[src/adcs_pkg.sv]
// adcs_pkg: register map, field positions, reset values and cycle counts
// of the converter mode sequencer.
// assumes: shared by adcs_conv_unit, adcs_seq_top and the testbench.
package adcs_pkg;

	// register byte offsets on the axi4-lite bus
	localparam logic [7:0] ADDR_CTRL0    = 8'h00; // converter_control_0
	localparam logic [7:0] ADDR_CTRL1    = 8'h04; // converter_control_1
	localparam logic [7:0] ADDR_CTRL2    = 8'h08; // converter_control_2
	localparam logic [7:0] ADDR_CTRL3    = 8'h0c; // converter_control_3
	localparam logic [7:0] ADDR_INTC     = 8'h10; // converter_interrupt_control
	localparam logic [7:0] ADDR_RES_BASE = 8'h20; // result registers 0..7

	// converter_control_0 fields
	localparam int CH_LSB     = 0; // channel_select_bit2..0
	localparam int MODE_LSB   = 3; // operating mode, 2 bits
	localparam int TTYPE_BIT  = 5; // trigger_type_bit
	localparam int START_BIT  = 6; // conversion_start_bit
	// converter_control_1 fields
	localparam int SWEEP_LSB  = 0; // sweep_size_hi/lo
	localparam int EXT_LSB    = 2; // extended_input_sel_hi/lo
	localparam int RES10_BIT  = 4; // 1: 10-bit resolution
	// converter_control_2 fields
	localparam int GROUP_LSB  = 0; // port_group_sel_hi/lo
	localparam int TSRC_LSB   = 2; // trigger_source_hi/lo
	// converter_control_3 / interrupt control fields
	localparam int DMA_BIT    = 0; // dma_operating_mode_bit
	localparam int IRQF_BIT   = 0; // interrupt_request_flag
	localparam int BUSY_BIT   = 1; // sequencer active, read only

	localparam logic [7:0] CTRL_RST = 8'h00;

	// trigger sources and extended input codes
	localparam logic [1:0] TSRC_EXT = 2'h0;
	localparam logic [1:0] TSRC_TB2 = 2'h1;
	localparam logic [1:0] TSRC_TA0 = 2'h2;
	localparam logic [1:0] EXT_IN0  = 2'h1;
	localparam logic [1:0] EXT_IN1  = 2'h2;

	// conversion length in converter clocks, sample time included
	localparam int CONV8_CYC  = 28;
	localparam int CONV10_CYC = 33;
	localparam int SAMPLE_CYC = 3;

	localparam logic [1:0] RESP_OKAY   = 2'h0;
	localparam logic [1:0] RESP_SLVERR = 2'h2;

	typedef enum logic [1:0] {
		MODE_ONESHOT,
		MODE_REPEAT,
		MODE_SSWEEP,
		MODE_RSWEEP0
	} adcs_mode_e;

endpackage

[src/adcs_conv_if.sv]
// adcs_conv_if: handshake between the sequencer and the conversion timer.
// assumes: one clock; start and abort are single-cycle requests.
`timescale 1ns/100ps
interface adcs_conv_if;
	logic       start;
	logic       abort;
	logic       res10;
	logic       busy;
	logic       done;
	logic [9:0] data;

	modport seq  (output start, abort, res10, input busy, done, data);
	modport unit (input start, abort, res10, output busy, done, data);
endinterface

[src/adcs_conv_unit.sv]
// adcs_conv_unit: times one conversion and captures the converter result.
// assumes: adc_data_i comes from logic on clk_i and is settled at the end.
`timescale 1ns/100ps
module adcs_conv_unit #(
	parameter int CNT_W = 6
) (
	input  wire logic       clk_i,      // converter clock
	input  wire logic       rst_i,      // sync reset, active high
	input  wire logic       ce_i,       // clock enable
	adcs_conv_if.unit       cv,         // sequencer side
	input  wire logic [9:0] adc_data_i, // raw converter code
	output logic            sample_o    // sample-and-hold window
);
	if (adcs_pkg::CONV10_CYC >= (1 << CNT_W)) begin : g_bad_cnt
		$error("CNT_W too small for conversion length");
	end

	localparam logic [CNT_W-1:0] LAST8  = CNT_W'(adcs_pkg::CONV8_CYC - 1);
	localparam logic [CNT_W-1:0] LAST10 = CNT_W'(adcs_pkg::CONV10_CYC - 1);
	localparam logic [CNT_W-1:0] SMP    = CNT_W'(adcs_pkg::SAMPLE_CYC);

	logic [CNT_W-1:0] cnt_q;
	logic             res10_q;
	logic             busy_q;
	logic             done_q;
	logic [9:0]       data_q;
	logic             last;

	assign last     = cnt_q == (res10_q ? LAST10 : LAST8);
	assign sample_o = busy_q && (cnt_q < SMP);
	assign cv.busy  = busy_q;
	assign cv.done  = done_q;
	assign cv.data  = data_q;

	always_ff @(posedge clk_i) begin
		if (rst_i) begin
			busy_q  <= 1'b0;
			cnt_q   <= '0;
			res10_q <= 1'b0;
		end else if (ce_i) begin
			if (cv.abort) begin
				busy_q <= 1'b0;
			end else if (cv.start && !busy_q) begin
				busy_q  <= 1'b1;
				cnt_q   <= '0;
				res10_q <= cv.res10;
			end else if (busy_q) begin
				cnt_q <= cnt_q + 1'b1;
				if (last) begin
					busy_q <= 1'b0; // 28 or 33 clocks per channel
				end
			end
		end
	end

	always_ff @(posedge clk_i) begin
		if (rst_i) begin
			done_q <= 1'b0;
			data_q <= 10'h000;
		end else if (ce_i) begin
			done_q <= busy_q && last && !cv.abort;
			if (busy_q && last) begin
				// 8-bit results sit right-aligned
				data_q <= res10_q ? adc_data_i : {2'h0, adc_data_i[9:2]};
			end
		end
	end

	// conversion length helper, counts every enabled busy clock since start
	logic [CNT_W-1:0] len_q;
	always_ff @(posedge clk_i) begin
		if (rst_i || (ce_i && cv.start && !busy_q)) begin
			len_q <= '0;
		end else if (ce_i && busy_q) begin
			len_q <= len_q + 1'b1;
		end
	end
endmodule

[src/adcs_seq_top.sv]
// adcs_seq_top: mode sequencer of the converter with axi4-lite registers.
// assumes: one clock; timer trigger inputs are one-cycle pulses on clk_i,
// the external trigger pin is asynchronous.
//
// Local design decisions: the AXI4-Lite register port and the address map.
`timescale 1ns/100ps

// Functional notes
// - one-shot converts selected channel once, stops
// - trigger type 0: start bit write starts
// - trigger type 1: start on selected source
// - source 00: external pin falling edge starts
// - source 01: filtered timer B2 request starts
// - source 10: timer A0 request starts
// - software-trigger one-shot/single sweep clears start
// - writing start 0 always stops conversion
// - repeat mode reconverts channel until stopped
// - repeat sweep 0 restarts sweep until stopped
// - single sweep converts group once per start
// - one-shot raises interrupt at completion
// - repeat modes interrupt per conversion only with DMA
// - single sweep: per-sweep interrupt, per-conversion with DMA
// - single modes pick channel, extended input, group
// - sweeps cover 2/4/6/8 channels from 0
// - no DMA: result to matching channel register
// - DMA mode: every result to first register
// - conversion takes 28 or 33 converter clocks
module adcs_seq_top (
	input  wire logic        clk_i,           // converter clock, 20 MHz
	input  wire logic        rst_i,           // sync reset, active high
	input  wire logic        ce_i,            // clock enable, freezes all state
	input  wire logic        s_axi_awvalid,   // write address valid
	output logic             s_axi_awready,   // write address ready
	input  wire logic [7:0]  s_axi_awaddr,    // write byte address
	input  wire logic        s_axi_wvalid,    // write data valid
	output logic             s_axi_wready,    // write data ready
	input  wire logic [31:0] s_axi_wdata,     // write data
	input  wire logic [3:0]  s_axi_wstrb,     // byte enables
	output logic             s_axi_bvalid,    // write response valid
	input  wire logic        s_axi_bready,    // write response ready
	output logic [1:0]       s_axi_bresp,     // write response
	input  wire logic        s_axi_arvalid,   // read address valid
	output logic             s_axi_arready,   // read address ready
	input  wire logic [7:0]  s_axi_araddr,    // read byte address
	output logic             s_axi_rvalid,    // read data valid
	input  wire logic        s_axi_rready,    // read data ready
	output logic [31:0]      s_axi_rdata,     // read data
	output logic [1:0]       s_axi_rresp,     // read response
	input  wire logic        ext_trig_n_i,    // external_trigger_pin, async
	input  wire logic        tmr_b2_req_i,    // filtered timer B2 request pulse
	input  wire logic        tmr_a0_req_i,    // timer A0 request pulse
	input  wire logic [9:0]  adc_data_i,      // raw converter code
	output logic             sample_o,        // sample-and-hold window
	output logic [1:0]       ain_group_o,     // selected port group
	output logic [2:0]       ain_chan_o,      // selected channel in group
	output logic [1:0]       ain_ext_o,       // 01/10: extended input 0/1
	output logic             conv_irq_o,      // converter interrupt pulse
	output logic             dma_req_o        // first result register loaded
);
	typedef enum logic [1:0] {ST_IDLE, ST_ARM, ST_LAUNCH, ST_WAIT} adcs_state_e;

	adcs_conv_if cv ();

	adcs_conv_unit #(.CNT_W(6)) u_conv (
		.clk_i      (clk_i),
		.rst_i      (rst_i),
		.ce_i       (ce_i),
		.cv         (cv),
		.adc_data_i (adc_data_i),
		.sample_o   (sample_o)
	);

	localparam logic [5:0] ADDR_IDX_LAST = adcs_pkg::ADDR_INTC[7:2];
	function automatic logic addr_ok(input logic [7:0] a);
		addr_ok = (a[7:2] <= ADDR_IDX_LAST) || (a[7:5] == 3'h1);
	endfunction

	logic [7:0]  ctrl0_q, ctrl1_q, ctrl2_q, ctrl3_q;
	logic        irqf_q;
	logic [9:0]  res_q [8];
	adcs_state_e st_q;
	logic [2:0]  idx_q;
	logic [2:0]  chan_q;

	// field views
	adcs_pkg::adcs_mode_e mode;
	logic       ttype, dma, res10;
	logic [1:0] tsrc, ext_sel;
	logic [3:0] sweep_n;
	assign mode    = adcs_pkg::adcs_mode_e'(ctrl0_q[adcs_pkg::MODE_LSB +: 2]);
	assign ttype   = ctrl0_q[adcs_pkg::TTYPE_BIT];
	assign res10   = ctrl1_q[adcs_pkg::RES10_BIT];
	assign ext_sel = ctrl1_q[adcs_pkg::EXT_LSB +: 2];
	assign tsrc    = ctrl2_q[adcs_pkg::TSRC_LSB +: 2];
	assign dma     = ctrl3_q[adcs_pkg::DMA_BIT];
	// 00/01/10/11 select 2/4/6/8 channels
	assign sweep_n = {1'b0, ctrl1_q[adcs_pkg::SWEEP_LSB +: 2], 1'b0} + 4'h2;

	// axi4-lite write: address and data are held until both are in
	logic        aw_full_q, w_full_q, bvalid_q;
	logic [7:0]  aw_q;
	logic [31:0] wd_q;
	logic [3:0]  ws_q;
	logic        wr_en;
	assign s_axi_awready = ce_i && !aw_full_q;
	assign s_axi_wready  = ce_i && !w_full_q;
	assign s_axi_bvalid  = bvalid_q;
	assign wr_en = ce_i && aw_full_q && w_full_q && !bvalid_q;

	always_ff @(posedge clk_i) begin
		if (rst_i) begin
			aw_full_q <= 1'b0;
			w_full_q  <= 1'b0;
			bvalid_q  <= 1'b0;
			aw_q      <= 8'h00;
			wd_q      <= 32'h0000_0000;
			ws_q      <= 4'h0;
			s_axi_bresp <= adcs_pkg::RESP_OKAY;
		end else if (ce_i) begin
			if (s_axi_awvalid && s_axi_awready) begin
				aw_full_q <= 1'b1;
				aw_q      <= s_axi_awaddr;
			end
			if (s_axi_wvalid && s_axi_wready) begin
				w_full_q <= 1'b1;
				wd_q     <= s_axi_wdata;
				ws_q     <= s_axi_wstrb;
			end
			if (wr_en) begin
				bvalid_q <= 1'b1;
				s_axi_bresp <= addr_ok(aw_q) ? adcs_pkg::RESP_OKAY
				                             : adcs_pkg::RESP_SLVERR;
			end else if (bvalid_q && s_axi_bready) begin
				bvalid_q  <= 1'b0;
				aw_full_q <= 1'b0;
				w_full_q  <= 1'b0;
			end
		end
	end

	// register write strobes, low byte lane only carries settings
	logic wr_c0, start_set, stop_req;
	function automatic logic wr_hit(input logic [7:0] off);
		wr_hit = wr_en && ws_q[0] && (aw_q[7:2] == off[7:2]);
	endfunction
	assign wr_c0     = wr_hit(adcs_pkg::ADDR_CTRL0);
	assign start_set = wr_c0 && wd_q[adcs_pkg::START_BIT];
	assign stop_req  = wr_c0 && !wd_q[adcs_pkg::START_BIT];

	// sequencer events
	logic done_ev, last_ch, trig_evt, fall_seen;
	logic ext_s1_q, ext_s2_q, ext_s3_q;
	assign done_ev = ce_i && cv.done && st_q == ST_WAIT;
	assign last_ch = ({1'b0, idx_q} == sweep_n - 4'h1);

	always_ff @(posedge clk_i) begin
		if (rst_i) begin
			ext_s1_q <= 1'b1;
			ext_s2_q <= 1'b1;
			ext_s3_q <= 1'b1;
		end else if (ce_i) begin
			ext_s1_q <= ext_trig_n_i;
			ext_s2_q <= ext_s1_q;
			ext_s3_q <= ext_s2_q;
		end
	end
	assign fall_seen = ext_s3_q && !ext_s2_q;

	always_comb begin
		case (tsrc)
			adcs_pkg::TSRC_EXT: trig_evt = fall_seen;
			adcs_pkg::TSRC_TB2: trig_evt = tmr_b2_req_i;
			adcs_pkg::TSRC_TA0: trig_evt = tmr_a0_req_i;
			default:            trig_evt = 1'b0;
		endcase
	end

	// one-shot and single sweep end the run here
	logic run_end, hw_clear;
	assign run_end  = mode == adcs_pkg::MODE_ONESHOT ||
	                  (mode == adcs_pkg::MODE_SSWEEP && last_ch);
	assign hw_clear = done_ev && run_end && !ttype;

	always_ff @(posedge clk_i) begin
		if (rst_i) begin
			st_q  <= ST_IDLE;
			idx_q <= 3'h0;
		end else if (ce_i) begin
			if (stop_req) begin
				st_q <= ST_IDLE;
			end else begin
				case (st_q)
					ST_IDLE: if (start_set) begin
						st_q  <= ttype ? ST_ARM : ST_LAUNCH;
						idx_q <= 3'h0;
					end
					ST_ARM: if (trig_evt) begin
						// events are only looked at once armed
						st_q  <= ST_LAUNCH;
						idx_q <= 3'h0;
					end
					ST_LAUNCH: st_q <= ST_WAIT;
					ST_WAIT: if (cv.done) begin
						if (run_end) begin
							// hardware trigger stays armed for a retrigger
							st_q <= ttype ? ST_ARM : ST_IDLE;
						end else begin
							st_q <= ST_LAUNCH;
						end
						if (mode == adcs_pkg::MODE_SSWEEP ||
						    mode == adcs_pkg::MODE_RSWEEP0) begin
							idx_q <= last_ch ? 3'h0 : idx_q + 3'h1;
						end
					end
					default: st_q <= ST_IDLE;
				endcase
			end
		end
	end

	assign cv.start = ce_i && st_q == ST_LAUNCH && !stop_req;
	assign cv.abort = stop_req;
	assign cv.res10 = res10;

	// channel routing, latched at launch so register writes mid-run do no harm
	logic single;
	assign single = mode == adcs_pkg::MODE_ONESHOT || mode == adcs_pkg::MODE_REPEAT;
	always_ff @(posedge clk_i) begin
		if (rst_i) begin
			chan_q      <= 3'h0;
			ain_chan_o  <= 3'h0;
			ain_group_o <= 2'h0;
			ain_ext_o   <= 2'h0;
		end else if (ce_i && st_q == ST_LAUNCH) begin
			chan_q      <= single ? ctrl0_q[adcs_pkg::CH_LSB +: 3] : idx_q;
			ain_chan_o  <= single ? ctrl0_q[adcs_pkg::CH_LSB +: 3] : idx_q;
			ain_group_o <= ctrl2_q[adcs_pkg::GROUP_LSB +: 2];
			ain_ext_o   <= (single && (ext_sel == adcs_pkg::EXT_IN0 ||
			                ext_sel == adcs_pkg::EXT_IN1)) ? ext_sel : 2'h0;
		end
	end

	// results
	always_ff @(posedge clk_i) begin
		if (rst_i) begin
			for (int i = 0; i < 8; i++) begin
				res_q[i] <= 10'h000;
			end
			dma_req_o <= 1'b0;
		end else if (ce_i) begin
			dma_req_o <= done_ev && dma;
			if (done_ev) begin
				if (dma) begin
					res_q[0] <= cv.data;
				end else begin
					res_q[chan_q] <= cv.data;
				end
			end
		end
	end

	// interrupt decision per mode
	logic irq_ev;
	always_comb begin
		case (mode)
			adcs_pkg::MODE_ONESHOT: irq_ev = done_ev;
			adcs_pkg::MODE_SSWEEP:  irq_ev = done_ev && (dma || last_ch);
			default:                irq_ev = done_ev && dma;
		endcase
	end

	// control registers; hardware clear of the start bit loses to a write
	always_ff @(posedge clk_i) begin
		if (rst_i) begin
			ctrl0_q <= adcs_pkg::CTRL_RST;
			ctrl1_q <= adcs_pkg::CTRL_RST;
			ctrl2_q <= adcs_pkg::CTRL_RST;
			ctrl3_q <= adcs_pkg::CTRL_RST;
		end else if (ce_i) begin
			if (wr_c0) begin
				ctrl0_q <= wd_q[7:0];
			end else if (hw_clear) begin
				ctrl0_q[adcs_pkg::START_BIT] <= 1'b0;
			end
			if (wr_hit(adcs_pkg::ADDR_CTRL1)) ctrl1_q <= wd_q[7:0];
			if (wr_hit(adcs_pkg::ADDR_CTRL2)) ctrl2_q <= wd_q[7:0];
			if (wr_hit(adcs_pkg::ADDR_CTRL3)) ctrl3_q <= wd_q[7:0];
		end
	end

	// flag: a new request wins over a software clear in the same cycle
	always_ff @(posedge clk_i) begin
		if (rst_i) begin
			irqf_q     <= 1'b0;
			conv_irq_o <= 1'b0;
		end else if (ce_i) begin
			conv_irq_o <= irq_ev;
			if (irq_ev) begin
				irqf_q <= 1'b1;
			end else if (wr_hit(adcs_pkg::ADDR_INTC) && !wd_q[adcs_pkg::IRQF_BIT]) begin
				irqf_q <= 1'b0;
			end
		end
	end

	// axi4-lite read, one cycle after the address is taken
	logic rvalid_q;
	logic [31:0] rd_word;
	assign s_axi_arready = ce_i && !rvalid_q;
	assign s_axi_rvalid  = rvalid_q;
	always_comb begin
		rd_word = 32'h0000_0000;
		if (s_axi_araddr[7:5] == 3'h1) begin
			rd_word = {22'h0, res_q[s_axi_araddr[4:2]]};
		end else begin
			case ({s_axi_araddr[7:2], 2'h0})
				adcs_pkg::ADDR_CTRL0: rd_word = {24'h0, ctrl0_q};
				adcs_pkg::ADDR_CTRL1: rd_word = {24'h0, ctrl1_q};
				adcs_pkg::ADDR_CTRL2: rd_word = {24'h0, ctrl2_q};
				adcs_pkg::ADDR_CTRL3: rd_word = {24'h0, ctrl3_q};
				adcs_pkg::ADDR_INTC:  rd_word = {30'h0, st_q != ST_IDLE, irqf_q};
				default:              rd_word = 32'h0000_0000;
			endcase
		end
	end

	always_ff @(posedge clk_i) begin
		if (rst_i) begin
			rvalid_q    <= 1'b0;
			s_axi_rdata <= 32'h0000_0000;
			s_axi_rresp <= adcs_pkg::RESP_OKAY;
		end else if (ce_i) begin
			if (s_axi_arvalid && s_axi_arready) begin
				rvalid_q    <= 1'b1;
				s_axi_rdata <= rd_word;
				s_axi_rresp <= addr_ok(s_axi_araddr) ? adcs_pkg::RESP_OKAY
				                                     : adcs_pkg::RESP_SLVERR;
			end else if (s_axi_rready) begin
				rvalid_q <= 1'b0;
			end
		end
	end
endmodule

[config.mk]
export PLATFORM = sky130hd
export DESIGN_NAME = adcs_seq_top
export DESIGN_NICKNAME = d
export VERILOG_FILES = /design/src/adcs_pkg.sv /design/src/adcs_conv_if.sv /design/src/adcs_conv_unit.sv /design/src/adcs_seq_top.sv
export SDC_FILE = /design/constraint.sdc
export NUM_CORES = 1
export LEC_CHECK = 0
export ABC_AREA = 1
export BUFFER_PORTS_ARGS = -buffer_cell sky130_fd_sc_hd__buf_2
export CORE_ASPECT_RATIO = 0.8
export CORE_UTILIZATION = 55
export CTS_BUF_LIST = sky130_fd_sc_hd__clkbuf_4 sky130_fd_sc_hd__clkbuf_8
export CTS_CLUSTER_SIZE = 25
export DETAILED_ROUTE_END_ITERATION = 12
export GPL_ROUTABILITY_DRIVEN = 1
export MAX_ROUTING_LAYER = met4
export PLACE_DENSITY = 0.82
export REMOVE_ABC_BUFFERS = 1
export SYNTH_ARGS = -nofsm -noshare
export SYNTH_HDL_FRONTEND = slang
export SYNTH_SLANG_ARGS = --single-unit
[constraint.sdc]
create_clock -name clk_i -period 2.5 [get_ports clk_i]
set_input_delay 0.5 -clock clk_i [delete_from_list [all_inputs] [get_ports clk_i]]
set_output_delay 0.5 -clock clk_i [all_outputs]
set_load 0.02 [all_outputs]
==> impl_metrics.tcl <==
set metrics [dict create \
    detailedPlace.worstSlack_ns 0.272 \
    insertion_delay_ns 0.47 \
    power.combinational.fraction_pct 8.9 \
    setup_viol_count_final 0 \
    switching_part_of_the_total_power_pct 25.8 \
    hold_vio_cnt_final 0 \
    cts.clk_slew.worst_paths_ns 0.09 \
    remaining_drc_errors 0 \
    worst_r2r_path_depth 6 \
    synth_warnings 0 \
    report.final.slew_viol_count 0 \
    worst_setup_path_startpoint "st_q[1]" \
    grt_pass1_wl_mm 31.8 \
    unrepaired_setup_endpoints_after_global_routing "false" \
    instances_no_fill 1265 \
    place.detailed.hpwl_mm 14.1 \
    cts_post_setup_buffers_inserted 0 \
    via_total_after_detailed_routing 7075 \
    route.detailed.wl_per_inst_um 15.7 \
    cellInternalPower_w 0.00428 \
    yosys.cell_types.count 33 \
    fp.coreArea_um2 14300 \
    start_util_pct 56.6 \
    period_utilization_post_route_pct 81.9 \
    vias_per_cell 5.59 \
    count_of_pins_on_the_block_boundary 124 \
    initial_antenna_violation_count 0 \
    critical_path_peak_fanout 10 \
    cp-start-kind "flip-flop" \
    grt_max_degree 48 \
    place_inst 1233 \
    share_seq_of_total_power_pct 55.6 \
    drt-total-wl_mm 19.9 \
    global_route_usage_over_all_layers_pct 28.1 \
    worst_r2r_end "res_q[7][1]" \
    status "completed" \
    synth_area_per_cell_um2 8.18 \
    timing.final.ws_setup_ns 0.454 \
    buffer_ports.inserted 68 \
    hold_start "ext_trig_n_i" \
    die_height_um 111 \
    max-vdd-ir-drop_uv 380 \
    finalCriticalPeriod_ns 2.05 \
    hold_end "ext_s1_q" \
    timing.reg2reg.setup_slack_ns 0.45 \
    cts_htree_levels 4 \
    finalCoreUtilization_pct 63.0 \
    syn_to_final_growth_pct 11.3 \
    gr-total-overflow 0 \
    critPathRequiredTime_ns 2.61 \
    root_buffer "clkbuf_8" \
    drive_gt1_share_pct 12.7 \
    critPathCaptureType "flip-flop" \
    hold_path_class "in2reg" \
    die_area_um2 15300 \
    violation_count_after_the_first_detailed_routing_iteration 685 \
    synth.ff_latch_count 180 \
    p_clk_share_pct 35.5 \
    cellPowerDensity_nw_per_um2 638 \
    setup_tns_ns 0 \
    whs_path_depth 3 \
    antenna_cells 0 \
    clk_path_buf_depth 2 \
    netsw_w 0.00149 \
    antenna_left 0 \
    cts_made_buffers 17 \
    synth.cell_area_um2 8120 \
    filler_cell_count 1204 \
    row_count 39 \
    max_clock_freq_mhz 489 \
    syn-instance-count 993 \
    worst_ep_arrival_time_ns 2.16 \
    timing.max_cap.violations 0 \
    tightestPinTransition_ns 0.659 \
    finalClockSkew_ns 0.0144 \
    cell_leakage_power_nw 3.58 \
    critical_path_class "reg2reg" \
    synth-seq-area-share_pct 54.2 \
    finalPower_w 0.00577 \
    die_w_um 138 \
    finalNetCount 1143 \
    first_global_vias 6234 \
    ctsResizeCount 0 \
    dr.pass1.iters 5 \
    storage_cell_area_um2 4400 \
    max_slew_margin_pct 56.0 \
    clkSinkCount 180 \
    r2r_start "st_q[1]" \
    total_area_of_multi_input_combinational_cells_um2 3130 \
    cts_tree "built" \
    cts.hold.buffers_added 0 \
    globalplace.congestion 0.876 \
]
through the flow:
stage	hold WS, ns	cell area [µm²]
2_1_floorplan	0.426	7870
3_3_place_gp	0.435	8630
3_5_place_dp	0.443	8630
4_1_cts	0.229	9040
5_1_grt	0.262	9040
6_report	0.246	9040
synthesized netlist by cell type (all sizes together):
library cell,instances,area (µm²)
a21oi,92,460
a22oi,10,75.1
a31oi,4,25.0
buf,38,254
clkbuf,22,82.6
clkinv,10,37.5
conb,1,3.75
dfxtp,100,2000
edfxtp,80,2400
ha,2,25.0
inv,81,304
mux2i,8,80.1
nand2,199,752
nand3,51,268
nand3b,1,7.51
nand4,27,169
nor2,182,709
nor3,8,62.6
nor4,1,6.26
o211ai,3,22.5
o21ai,70,350
o22ai,1,6.26
xor2,2,17.5
placed cells by master (no fill, tap or decap), drive strengths merged, types with 8 or more instances in the layout:
master	n
nand3	51
clkbuf	18
a21oi	92
nand4	27
dfxtp	100
nand2	199
a22oi	10
clkinv	14
o21ai	70
nor2	182
buf	93
edfxtp	80
nor3	8
conb	24
mux2i	8
inv	86
critical path, cell delays in order, from the launching register on:
cell and delay, ns:
dfxtp_1 0.43, nand2_1 0.14, nor3_4 0.19, nand3_1 0.11
nor2_1 0.26, nand2_1 0.15, nand2_1 0.40
flip-flops by register name (all words and copies together), names as in the netlist, 3 cells and up:
register	count
res_q	80
ctrl3_q	8
s_axi_rdata	10
ctrl2_q	8
u_conv.cv.data	10
idx_q	3
aw_q	6
ctrl1_q	8
ctrl0_q	8
u_conv.cnt_q	6
wd_q	8
chan_q	3
cells by family after synthesis:
family	synth area share [%]
AO/OA/AOI/OAI	11.6
XOR/XNOR	0.216
adder cells (fa/ha/maj)	0.308
buffers and inverters	8.35
flip-flops	54.2
multiplexers	0.986
other	0.0462
AND/OR/NAND/NOR	24.3
layout make-up:
cell class	instances	area share, %
Tap cell	184	2.55
Inverter	91	3.78
Multi-Input combinational cell	685	34.6
Clock inverter	14	1.83
Clock buffer	18	2.74
Timing Repair Buffer	93	5.84
Sequential cell	180	48.7
routing by layer:
layer | vias to the layer above | global-route usage, % | share of wire, %
li1 | 3392 | - | -
met1 | 3271 | 41.1 | 45
met2 | 383 | 38.6 | 43
met3 | 29 | 7.04 | 11
met4 | 0 | 8.04 | 1.4
met5 | - | - | 0
power by group through the flow:
stage / logic [W] / clock network, W / registers (W)
after global placement: 0.000493 / 0 / 0.00327
final: 0.000511 / 0.00205 / 0.00321
after CTS: 0.000505 / 0.00206 / 0.00321
after floorplan: 0.000297 / 0 / 0.00328
after global routing: 0.000565 / 0.00218 / 0.00322
after detailed placement: 0.000503 / 0 / 0.00328
worst max path at each step:
stage | end | slack, ns | depth (start not counted)
finish | res_q[7][1] | 0.45 | 6
CTS | sample_o | 0.48 | 3
floorplan | res_q[1][0] | -0.25 | 5
global route | res_q[7][2] | 0.28 | 6
detailed placement | res_q[6][2] | 0.27 | 7
global placement | res_q[6][2] | 0.34 | 7
No activity file was read; power rests on OpenSTA's default activity.
